==> config.mk <==
export PLATFORM = sky130hd
export DESIGN_NAME = dcr_port
export DESIGN_NICKNAME = d
export VERILOG_FILES = /design/src/core/dcr_pkg.sv /design/src/core/dcr_port.sv
export SDC_FILE = /design/constraint.sdc
export NUM_CORES = 1
export LEC_CHECK = 0
export BUFFER_PORTS_ARGS = -buffer_cell sky130_fd_sc_hd__buf_2
export CAP_MARGIN = 25
export CORE_UTILIZATION = 51
export DETAILED_ROUTE_END_ITERATION = 7
export PLACE_DENSITY = 0.76
export SKIP_CTS_REPAIR_TIMING = 1
export SLEW_MARGIN = 20
export SYNTH_ARGS = -nofsm -noshare
export SYNTH_HDL_FRONTEND = slang
export SYNTH_SLANG_ARGS = --single-unit
export TNS_END_PERCENT = 30
==> constraint.sdc <==
create_clock -name clk_sys -period 2.7 [get_ports clk_sys]
set_input_delay 0.135 -clock clk_sys [delete_from_list [all_inputs] [get_ports clk_sys]]
set_output_delay 0.135 -clock clk_sys [all_outputs]
set_load 0.005 [all_outputs]
==> src/core/dcr_pkg.sv <==
/*
  Constants and types for the DAC code register port: register pointer map,
  two-wire address values, reset codes and the state record of the port.
  Assumes a single system clock; every other file imports this package.
*/
package dcr_pkg;

  // register file geometry
  localparam int NUM_REGS = 20;
  localparam int CODE_W = 10;
  localparam int PTR_W = 5;

  // register pointers
  localparam logic [PTR_W-1:0] GAMMA_LEVEL_01_PTR = 5'h00;
  localparam logic [PTR_W-1:0] GAMMA_LEVEL_02_PTR = 5'h01;
  localparam logic [PTR_W-1:0] GAMMA_LEVEL_03_PTR = 5'h02;
  localparam logic [PTR_W-1:0] GAMMA_LEVEL_04_PTR = 5'h03;
  localparam logic [PTR_W-1:0] GAMMA_LEVEL_05_PTR = 5'h04;
  localparam logic [PTR_W-1:0] GAMMA_LEVEL_06_PTR = 5'h05;
  localparam logic [PTR_W-1:0] GAMMA_LEVEL_07_PTR = 5'h06;
  localparam logic [PTR_W-1:0] GAMMA_LEVEL_08_PTR = 5'h07;
  localparam logic [PTR_W-1:0] GAMMA_LEVEL_09_PTR = 5'h08;
  localparam logic [PTR_W-1:0] GAMMA_LEVEL_10_PTR = 5'h09;
  localparam logic [PTR_W-1:0] GAMMA_LEVEL_11_PTR = 5'h0A;
  localparam logic [PTR_W-1:0] GAMMA_LEVEL_12_PTR = 5'h0B;
  localparam logic [PTR_W-1:0] GAMMA_LEVEL_13_PTR = 5'h0C;
  localparam logic [PTR_W-1:0] GAMMA_LEVEL_14_PTR = 5'h0D;
  localparam logic [PTR_W-1:0] GAMMA_LEVEL_15_PTR = 5'h0E;
  localparam logic [PTR_W-1:0] GAMMA_LEVEL_16_PTR = 5'h0F;
  localparam logic [PTR_W-1:0] GAMMA_LEVEL_17_PTR = 5'h10;
  localparam logic [PTR_W-1:0] GAMMA_LEVEL_18_PTR = 5'h11;
  localparam logic [PTR_W-1:0] COMMON_LEVEL_1_PTR = 5'h12;
  localparam logic [PTR_W-1:0] COMMON_LEVEL_2_PTR = 5'h13;
  localparam logic [PTR_W-1:0] PTR_END = 5'h14;

  // two-wire addressing and commands
  localparam logic [5:0] SLAVE_ADDR_HI = 6'h3A;
  localparam logic [7:0] GC_ADDR = 8'h00;
  localparam logic [7:0] GC_RESET_CMD = 8'h06;
  localparam logic [3:0] BYTE_BITS = 4'h8;
  localparam int XFER_BIT = 7;

  // reset values
  localparam logic [CODE_W-1:0] MID_CODE = 10'h200;
  localparam logic [3:0] LINE_RST = 4'h3;

  // serial engine states and byte roles
  typedef enum logic [2:0] {S_IDLE, S_RX, S_ACK, S_TX, S_RACK} dcr_state_t;
  typedef enum logic [2:0] {R_ADDR, R_PTR, R_HI, R_LO, R_GC, R_RD} dcr_role_t;

  typedef logic [NUM_REGS-1:0][CODE_W-1:0] dcr_codes_t;

  // whole state of the port; line bits: 0 clock, 1 data, 2 latch, 3 address select
  typedef struct packed {
    logic [3:0] s1;
    logic [3:0] s2;
    logic [3:0] s3;
    logic [3:0] lvl;
    dcr_state_t st;
    dcr_role_t role;
    logic [3:0] cnt;
    logic [7:0] sh;
    logic [7:0] tx;
    logic tx_lo;
    logic [PTR_W-1:0] ptr;
    logic [1:0] hi;
    logic xfer;
    dcr_codes_t store;
    dcr_codes_t applied;
  } dcr_regs_t;

endpackage

==> src/core/dcr_port.sv <==
/*
  Two-wire slave that loads and reads back twenty double-buffered 10-bit
  converter codes (eighteen gamma levels, two common levels).
  Assumes the bus pins and the latch and address-select pins arrive
  asynchronously; the pad combines sda_oe into an open-drain driver.
*/
module dcr_port
  import dcr_pkg::*;
(
  // system
  input wire logic clk_sys,
  input wire logic resetn,
  // two-wire bus
  input wire logic scl_in,
  input wire logic sda_in,
  output logic sda_out,
  output logic sda_oe,
  // control pins
  input wire logic slave_addr_select_pin,
  input wire logic output_latch_pin,
  // converter codes
  output dcr_pkg::dcr_codes_t applied_code,
  output dcr_pkg::dcr_codes_t stored_code
);

  dcr_regs_t r_reg;
  dcr_regs_t r_next;
  logic scl_rise;
  logic scl_fall;
  logic start_ev;
  logic stop_ev;
  logic byte_end;
  logic commit;
  logic gc_hit;

  ////////////////////////////////////////////////////////////////////////////
  // helpers

  // next byte to send for a read; unmapped pointers read as zero
  function automatic logic [7:0] rd_byte(input dcr_codes_t codes,
                                         input logic [PTR_W-1:0] p, input logic lo);
    logic [7:0] b;
    b = 8'h00;
    if (p < PTR_END) begin
      if (lo) begin
        b = codes[p][7:0];
      end else begin
        b = {6'h00, codes[p][CODE_W-1:8]};
      end
    end
    return b;
  endfunction

  // pointer step, parked one past the last register
  function automatic logic [PTR_W-1:0] ptr_step(input logic [PTR_W-1:0] p);
    logic [PTR_W-1:0] q;
    q = p;
    if (p < PTR_END) begin
      q = p + 5'h01;
    end
    return q;
  endfunction

  ////////////////////////////////////////////////////////////////////////////
  // next state

  // whole port behaviour: filtering, framing, byte roles, register update
  always_comb begin
    r_next = r_reg;
    commit = 1'b0;
    gc_hit = 1'b0;
    // three-stage synchroniser; level changes when stages two and three agree
    r_next.s1 = {slave_addr_select_pin, output_latch_pin, sda_in, scl_in};
    r_next.s2 = r_reg.s1;
    r_next.s3 = r_reg.s2;
    r_next.lvl = (r_reg.lvl & (r_reg.s2 ^ r_reg.s3)) | (r_reg.s2 & ~(r_reg.s2 ^ r_reg.s3));
    scl_rise = ~r_reg.lvl[0] & r_next.lvl[0];
    scl_fall = r_reg.lvl[0] & ~r_next.lvl[0];
    // data moving while clock high frames a transfer
    start_ev = r_reg.lvl[0] & r_next.lvl[0] & r_reg.lvl[1] & ~r_next.lvl[1];
    stop_ev = r_reg.lvl[0] & r_next.lvl[0] & ~r_reg.lvl[1] & r_next.lvl[1];
    byte_end = (r_reg.st == S_RX) & scl_fall & (r_reg.cnt == BYTE_BITS);
    if (start_ev) begin
      // any pending high byte is dropped here
      r_next.st = S_RX;
      r_next.role = R_ADDR;
      r_next.cnt = 4'h0;
    end else if (stop_ev) begin
      r_next.st = S_IDLE; // release line on stop
    end else begin
      case (r_reg.st)
        S_RX: begin
          if (scl_rise) begin
            r_next.sh = {r_reg.sh[6:0], r_next.lvl[1]};
            r_next.cnt = r_reg.cnt + 4'h1;
          end else if (byte_end) begin
            r_next.cnt = 4'h0;
            r_next.st = S_ACK;
            case (r_reg.role)
              R_ADDR: begin
                if (r_reg.sh[7:1] == {SLAVE_ADDR_HI, r_reg.lvl[3]}) begin
                  r_next.role = r_reg.sh[0] ? R_RD : R_PTR;
                end else if (r_reg.sh == GC_ADDR) begin
                  r_next.role = R_GC;
                end else begin
                  r_next.st = S_IDLE;
                end
              end
              R_PTR: begin
                if (r_reg.sh[7:5] == 3'h0 && r_reg.sh[4:0] < PTR_END) begin
                  r_next.ptr = r_reg.sh[4:0];
                  r_next.role = R_HI;
                end else begin
                  r_next.st = S_IDLE;
                end
              end
              R_HI: begin
                if (r_reg.ptr < PTR_END) begin
                  r_next.hi = r_reg.sh[1:0];
                  r_next.xfer = r_reg.sh[XFER_BIT];
                  r_next.role = R_LO;
                end else begin
                  r_next.st = S_IDLE;
                end
              end
              R_LO: begin
                commit = 1'b1;
                r_next.ptr = ptr_step(r_reg.ptr);
                r_next.role = R_HI;
              end
              R_GC: begin
                if (r_reg.sh == GC_RESET_CMD) begin
                  gc_hit = 1'b1;
                end else begin
                  r_next.st = S_IDLE;
                end
              end
              default: begin
                r_next.st = S_IDLE;
              end
            endcase
          end
        end
        S_ACK: begin
          if (scl_fall) begin
            if (r_reg.role == R_RD) begin
              // read begins at the pointed register, high byte first
              r_next.tx = rd_byte(r_reg.applied, r_reg.ptr, 1'b0);
              r_next.tx_lo = 1'b0;
              r_next.st = S_TX;
            end else begin
              r_next.st = S_RX;
            end
          end
        end
        S_TX: begin
          if (scl_rise) begin
            r_next.cnt = r_reg.cnt + 4'h1;
          end else if (scl_fall) begin
            if (r_reg.cnt == BYTE_BITS) begin
              r_next.cnt = 4'h0;
              r_next.st = S_RACK;
            end else begin
              r_next.tx = {r_reg.tx[6:0], 1'b0};
            end
          end
        end
        S_RACK: begin
          if (scl_rise && r_next.lvl[1]) begin
            r_next.st = S_IDLE; // no acknowledge ends the read
          end else if (scl_fall) begin
            r_next.st = S_TX;
            if (r_reg.tx_lo) begin
              // move on to the next register
              r_next.ptr = ptr_step(r_reg.ptr);
              r_next.tx = rd_byte(r_reg.applied, ptr_step(r_reg.ptr), 1'b0);
              r_next.tx_lo = 1'b0;
            end else begin
              r_next.tx = rd_byte(r_reg.applied, r_reg.ptr, 1'b1);
              r_next.tx_lo = 1'b1;
            end
          end
        end
        default: begin
          r_next.st = S_IDLE;
        end
      endcase
    end
    // storage and output latch
    if (gc_hit) begin
      r_next.store = {NUM_REGS{MID_CODE}}; // full reset regardless of latch
      r_next.applied = {NUM_REGS{MID_CODE}};
      r_next.ptr = GAMMA_LEVEL_01_PTR;
    end else begin
      if (commit) begin
        r_next.store[r_reg.ptr] = {r_reg.hi, r_reg.sh};
      end
      if (~r_next.lvl[2] || (commit && r_reg.xfer)) begin
        r_next.applied = r_next.store;
      end
    end
  end

  ////////////////////////////////////////////////////////////////////////////
  // state register

  // synchronous reset: bus lines idle high, every code at mid scale
  always_ff @(posedge clk_sys) begin
    if (!resetn) begin
      r_reg <= '0;
      r_reg.s1 <= LINE_RST;
      r_reg.s2 <= LINE_RST;
      r_reg.s3 <= LINE_RST;
      r_reg.lvl <= LINE_RST;
      r_reg.st <= S_IDLE;
      r_reg.role <= R_ADDR;
      r_reg.store <= {NUM_REGS{MID_CODE}};
      r_reg.applied <= {NUM_REGS{MID_CODE}};
    end else begin
      r_reg <= r_next;
    end
  end

  // outputs; data line is only ever pulled low
  assign sda_out = 1'b0;
  assign sda_oe = (r_reg.st == S_ACK) | ((r_reg.st == S_TX) & ~r_reg.tx[7]);
  assign applied_code = r_reg.applied;
  assign stored_code = r_reg.store;
endmodule

After elaboration in Yosys (flattened, before gate mapping):

Index checks and enable logic that the tools add are counted.

* add/sub/neg operators: 2
* $lt $le $gt $ge: 6
* eq/ne operators: 40
* muxes and demuxes: 86
* bitwise gates (word level): 26
* reduce and logical (&&, ||, !) cells: 24

Operators by type and width (count)
* 200-bit bitwise mux: 1
* 200-bit 2-to-1 mux: 1
* 10-bit binary-select mux with 5-bit select: 2
* 10-bit 2-to-1 mux: 8
* 8-bit 2-to-1 mux: 9
* 10-bit demux with 5-bit select: 1
* 3-bit 2-to-1 mux: 16
* 5-bit 2-to-1 mux: 8
* 32-bit 2-to-1 mux: 1
* 14-bit 2-to-1 mux: 2
* 7-bit AND reduction: 4
* 9-bit 2-to-1 mux: 3
* 4-bit != test (second input constant): 6
* 3-bit case mux with 4 select lines: 2
* 8-bit case mux with 3 select lines: 1
* 2-bit != test (second input constant): 11
* 5-bit case mux with 2 select lines: 2
* 10-bit AND reduction: 2
* 4-bit 2-to-1 mux: 4
* 5-bit < comparator (second input constant): 3
* 3-bit case mux with 5 select lines: 1
* 1-bit 2-to-1 mux: 14
* 2-bit 2-to-1 mux: 7
* 3-bit by 2-bit == test with 1-bit output (second input constant): 4
* other kinds (36): 71

* bits in registers: 451
* input bits: 6
* logic and storage cells: 238

Logic depth before layout (Yosys ltp):

* depth in word-level cells: 20
* mapped depth: 13
* mapped depth without buffers: 11

Worst setup path after synthesis:

Ideal clock, no wire load.

* path type: register to register
* from: register r_reg[435] (netlist name)
* to: register r_reg, in the netlist applied_code[129]
* data arrival time: 2523 ps
* data required time: 2573 ps
* slack: 51 ps
* stages on the path, launching flop included: 11
* path through: dfxtp_1 a21o_1 o21a_1 ha_1 or4b_4 nor2_4 nand4_4 nor2_8 mux2i_1 a21oi_1 nand2b_1

RTL lines
* start: declaration: line dcr_port.sv:26 `dcr_regs_t r_reg;`
* start signal: assignment: line dcr_port.sv:220 `r_reg <= r_next;`

==> flow_summary.ini <==
[clock_tree]
max-clock-path-buffers = 3
path_clk_slew_ps = 70
clock_latency_ps = 580
cts_buffers = 47
tritoncts = yes
clock_sinks = 451
root_buffer = clkbuf_16
htreeDepth = 2

[critical_path]
worstSetupPathType = register to register
critPathLaunchType = register
end_kind = register
cp_data_required_time_ps = 3180
crit_fanout = 9
cp.arrival_ps = 3280

[logic_synthesis]
syn_area_per_cell_um2 = 9.50
seq_area_frac_synth = 0.411
synth-edff-count = 0
synth_compound_area_frac = 0.115
synth_mux_area_frac = 0.154
synth_seq_cells = 451
yosys_warnings = 0
synth-adder-area-share = 0.00604
synth.distinct_cells = 74
synth-xor-area-share = 0.00160
postSynthCellCount = 2311
ys_async_sr_fraction = 0
synth_top_family_by_area = buffers and inverters
synthSimpleGateAreaFrac = 0.138
ys.flop_type = dfxtp_1
syn_area_um2 = 22000
syn_nets = 2326

[grt]
antenna_found_initial = 1
grt_usage = 0.311
grt_pass1_wl_mm = 103
grt_max_degree = 75
grt-ovfl-total = 0
grt_pass1_vias = 16300

[sta]
max_freq_ghz = 0.358
worst_clock_skew_ps = 22.1
max_slew_margin = 0.205
final.period_utilization = 1.03
maxSlewViolCount = 0
finalHoldViolCount = 0
setup_viol = 132
setup_slack_ps = -94.0
min_period_ps = 2790
finalSetupTns_ps = -3940
tightest_slew_ps = 1190
grt_setup_unrepaired = yes

[placed_design]
post-place-ws_ps = -167
dp_hpwl_mm = 51.9
place.gp.congestion = 0.962
dp.cells = 2842
port_buffers = 406
placed_area_um2 = 22600

[power]
power.density_nw_per_um2 = 538
vdd_drop_max_mv = 0.504
p_leak_uw = 0.0119

[detailed_routing]
wirelength_mm = 73.7
vias = 17600
drc_errors = 0
drtAntennaViolNets = 0
wl_per_cell_um = 25.0
first_iter_violations = 1633
drt-vias-per-instance = 5.95
drtPass1Iterations = 6

[floorplan]
core_area_um2 = 42200
die_h_um = 210
die_area_um2 = 43900
row_count = 75
io_pins = 408
start_util = 0.520
die_w_um = 210

[finish]
final_nets = 2397
layout_commonest_cell = dfxtp_1
insertedDiodeCount = 0
stdcell_count = 2955
design_area_um2 = 25400
drive_gt1_frac = 0.368
layout_common_cells = 448 x dfxtp_1, 406 x buf_2, 399 x nor2_1, 175 x mux2i_1, 110 x a211oi_1
area_growth_pct = 15.7

[status]
violations = negative setup slack
status = finished, violations left

[hold_path]
hold_path_class = primary input to register

[run]
cap_violations = 0
[cell families (layout without fill, tap and decap cells)]
| logic type | Yosys count | in the layout |
|---|---|---|
| compound gates | 325 | 325 |
| xor+xnor | 4 | 4 |
| fa+ha+maj | 11 | 11 |
| buf+inv | 581 | 686 |
| flops | 451 | 451 |
| mux | 274 | 274 |
| other cells | 1 | 1 |
| simple gates | 664 | 664 |
[critical path, cell delays in order, from the launching register on]
cell,delay (ps)
dfxtp_2,330
a21o_1,180
o21a_1,130
ha_2,180
or4b_4,570
nor2_4,170
and4_2,290
nand3_1,180
buf_12,220
mux2i_1,150
a211oi_1,280
[per-stage QoR]
| stage | hold slack, ps | total power [uW] | utilization |
|---|---|---|---|
| floorplan | 236 | 7030 | - |
| global placement | 338 | 7110 | 0.534 |
| detailed placement | 334 | 7110 | 0.534 |
| CTS | -263 | 13700 | 0.571 |
| global route | 77.1 | 14000 | 0.602 |
| finish | 61.9 | 13700 | 0.602 |
[final timing paths]
check / startpoint / to / slack (ps) / cells past startpoint
setup / recovery: r_reg[435] / applied_code[66] / -90 / 10
hold / removal: resetn / r_reg[409] / 60 / 2
setup reg to reg: r_reg[435] / applied_code[66] / -90 / 10
hold reg to reg: r_next[444] / r_next[440] / 430 / 1
[routing by layer]
layer / global-route usage / up-vias / routed length, um
li1: - / 7720 / -
met1: 0.392 / 8628 / 29000
met2: 0.504 / 998 / 34200
met3: 0.0666 / 223 / 6410
met4: 0.159 / 2 / 4110
met5: 0 / - / 18
[area by class of cell]
class	count	area (um^2)
Multi-Input combinational cell	1279	9690
Sequential cell	451	9040
Clock buffer	66	1400
Fill cell	3410	16800
Timing Repair Buffer	588	4380
Inverter	15	60.1
Clock inverter	17	175
Tap cell	539	674
[synth_stat cells, drive strengths merged, types with 14 or more instances]
master | n | share of area
a211oi | 188 | 0.072
a21oi | 42 | 0.0096
buf | 500 | 0.16
clkbuf | 66 | 0.011
dfxtp | 451 | 0.41
inv | 14 | 0.0024
mux2i | 223 | 0.10
mux4 | 51 | 0.052
nand2 | 110 | 0.020
nand2b | 22 | 0.0063
nand3 | 37 | 0.0090
nor2 | 416 | 0.077
nor2b | 15 | 0.0043
o21ai | 15 | 0.0034
[report_power, final]
part	internal (uW)	switching (uW)	leakage [uW]	total [uW]
clock network	3890	2750	0.000778	6640
logic	120	210	0.00746	331
registers	6670	24.3	0.00364	6700
total	10700	2980	0.0119	13700
(Power assumes the default switching activity.)
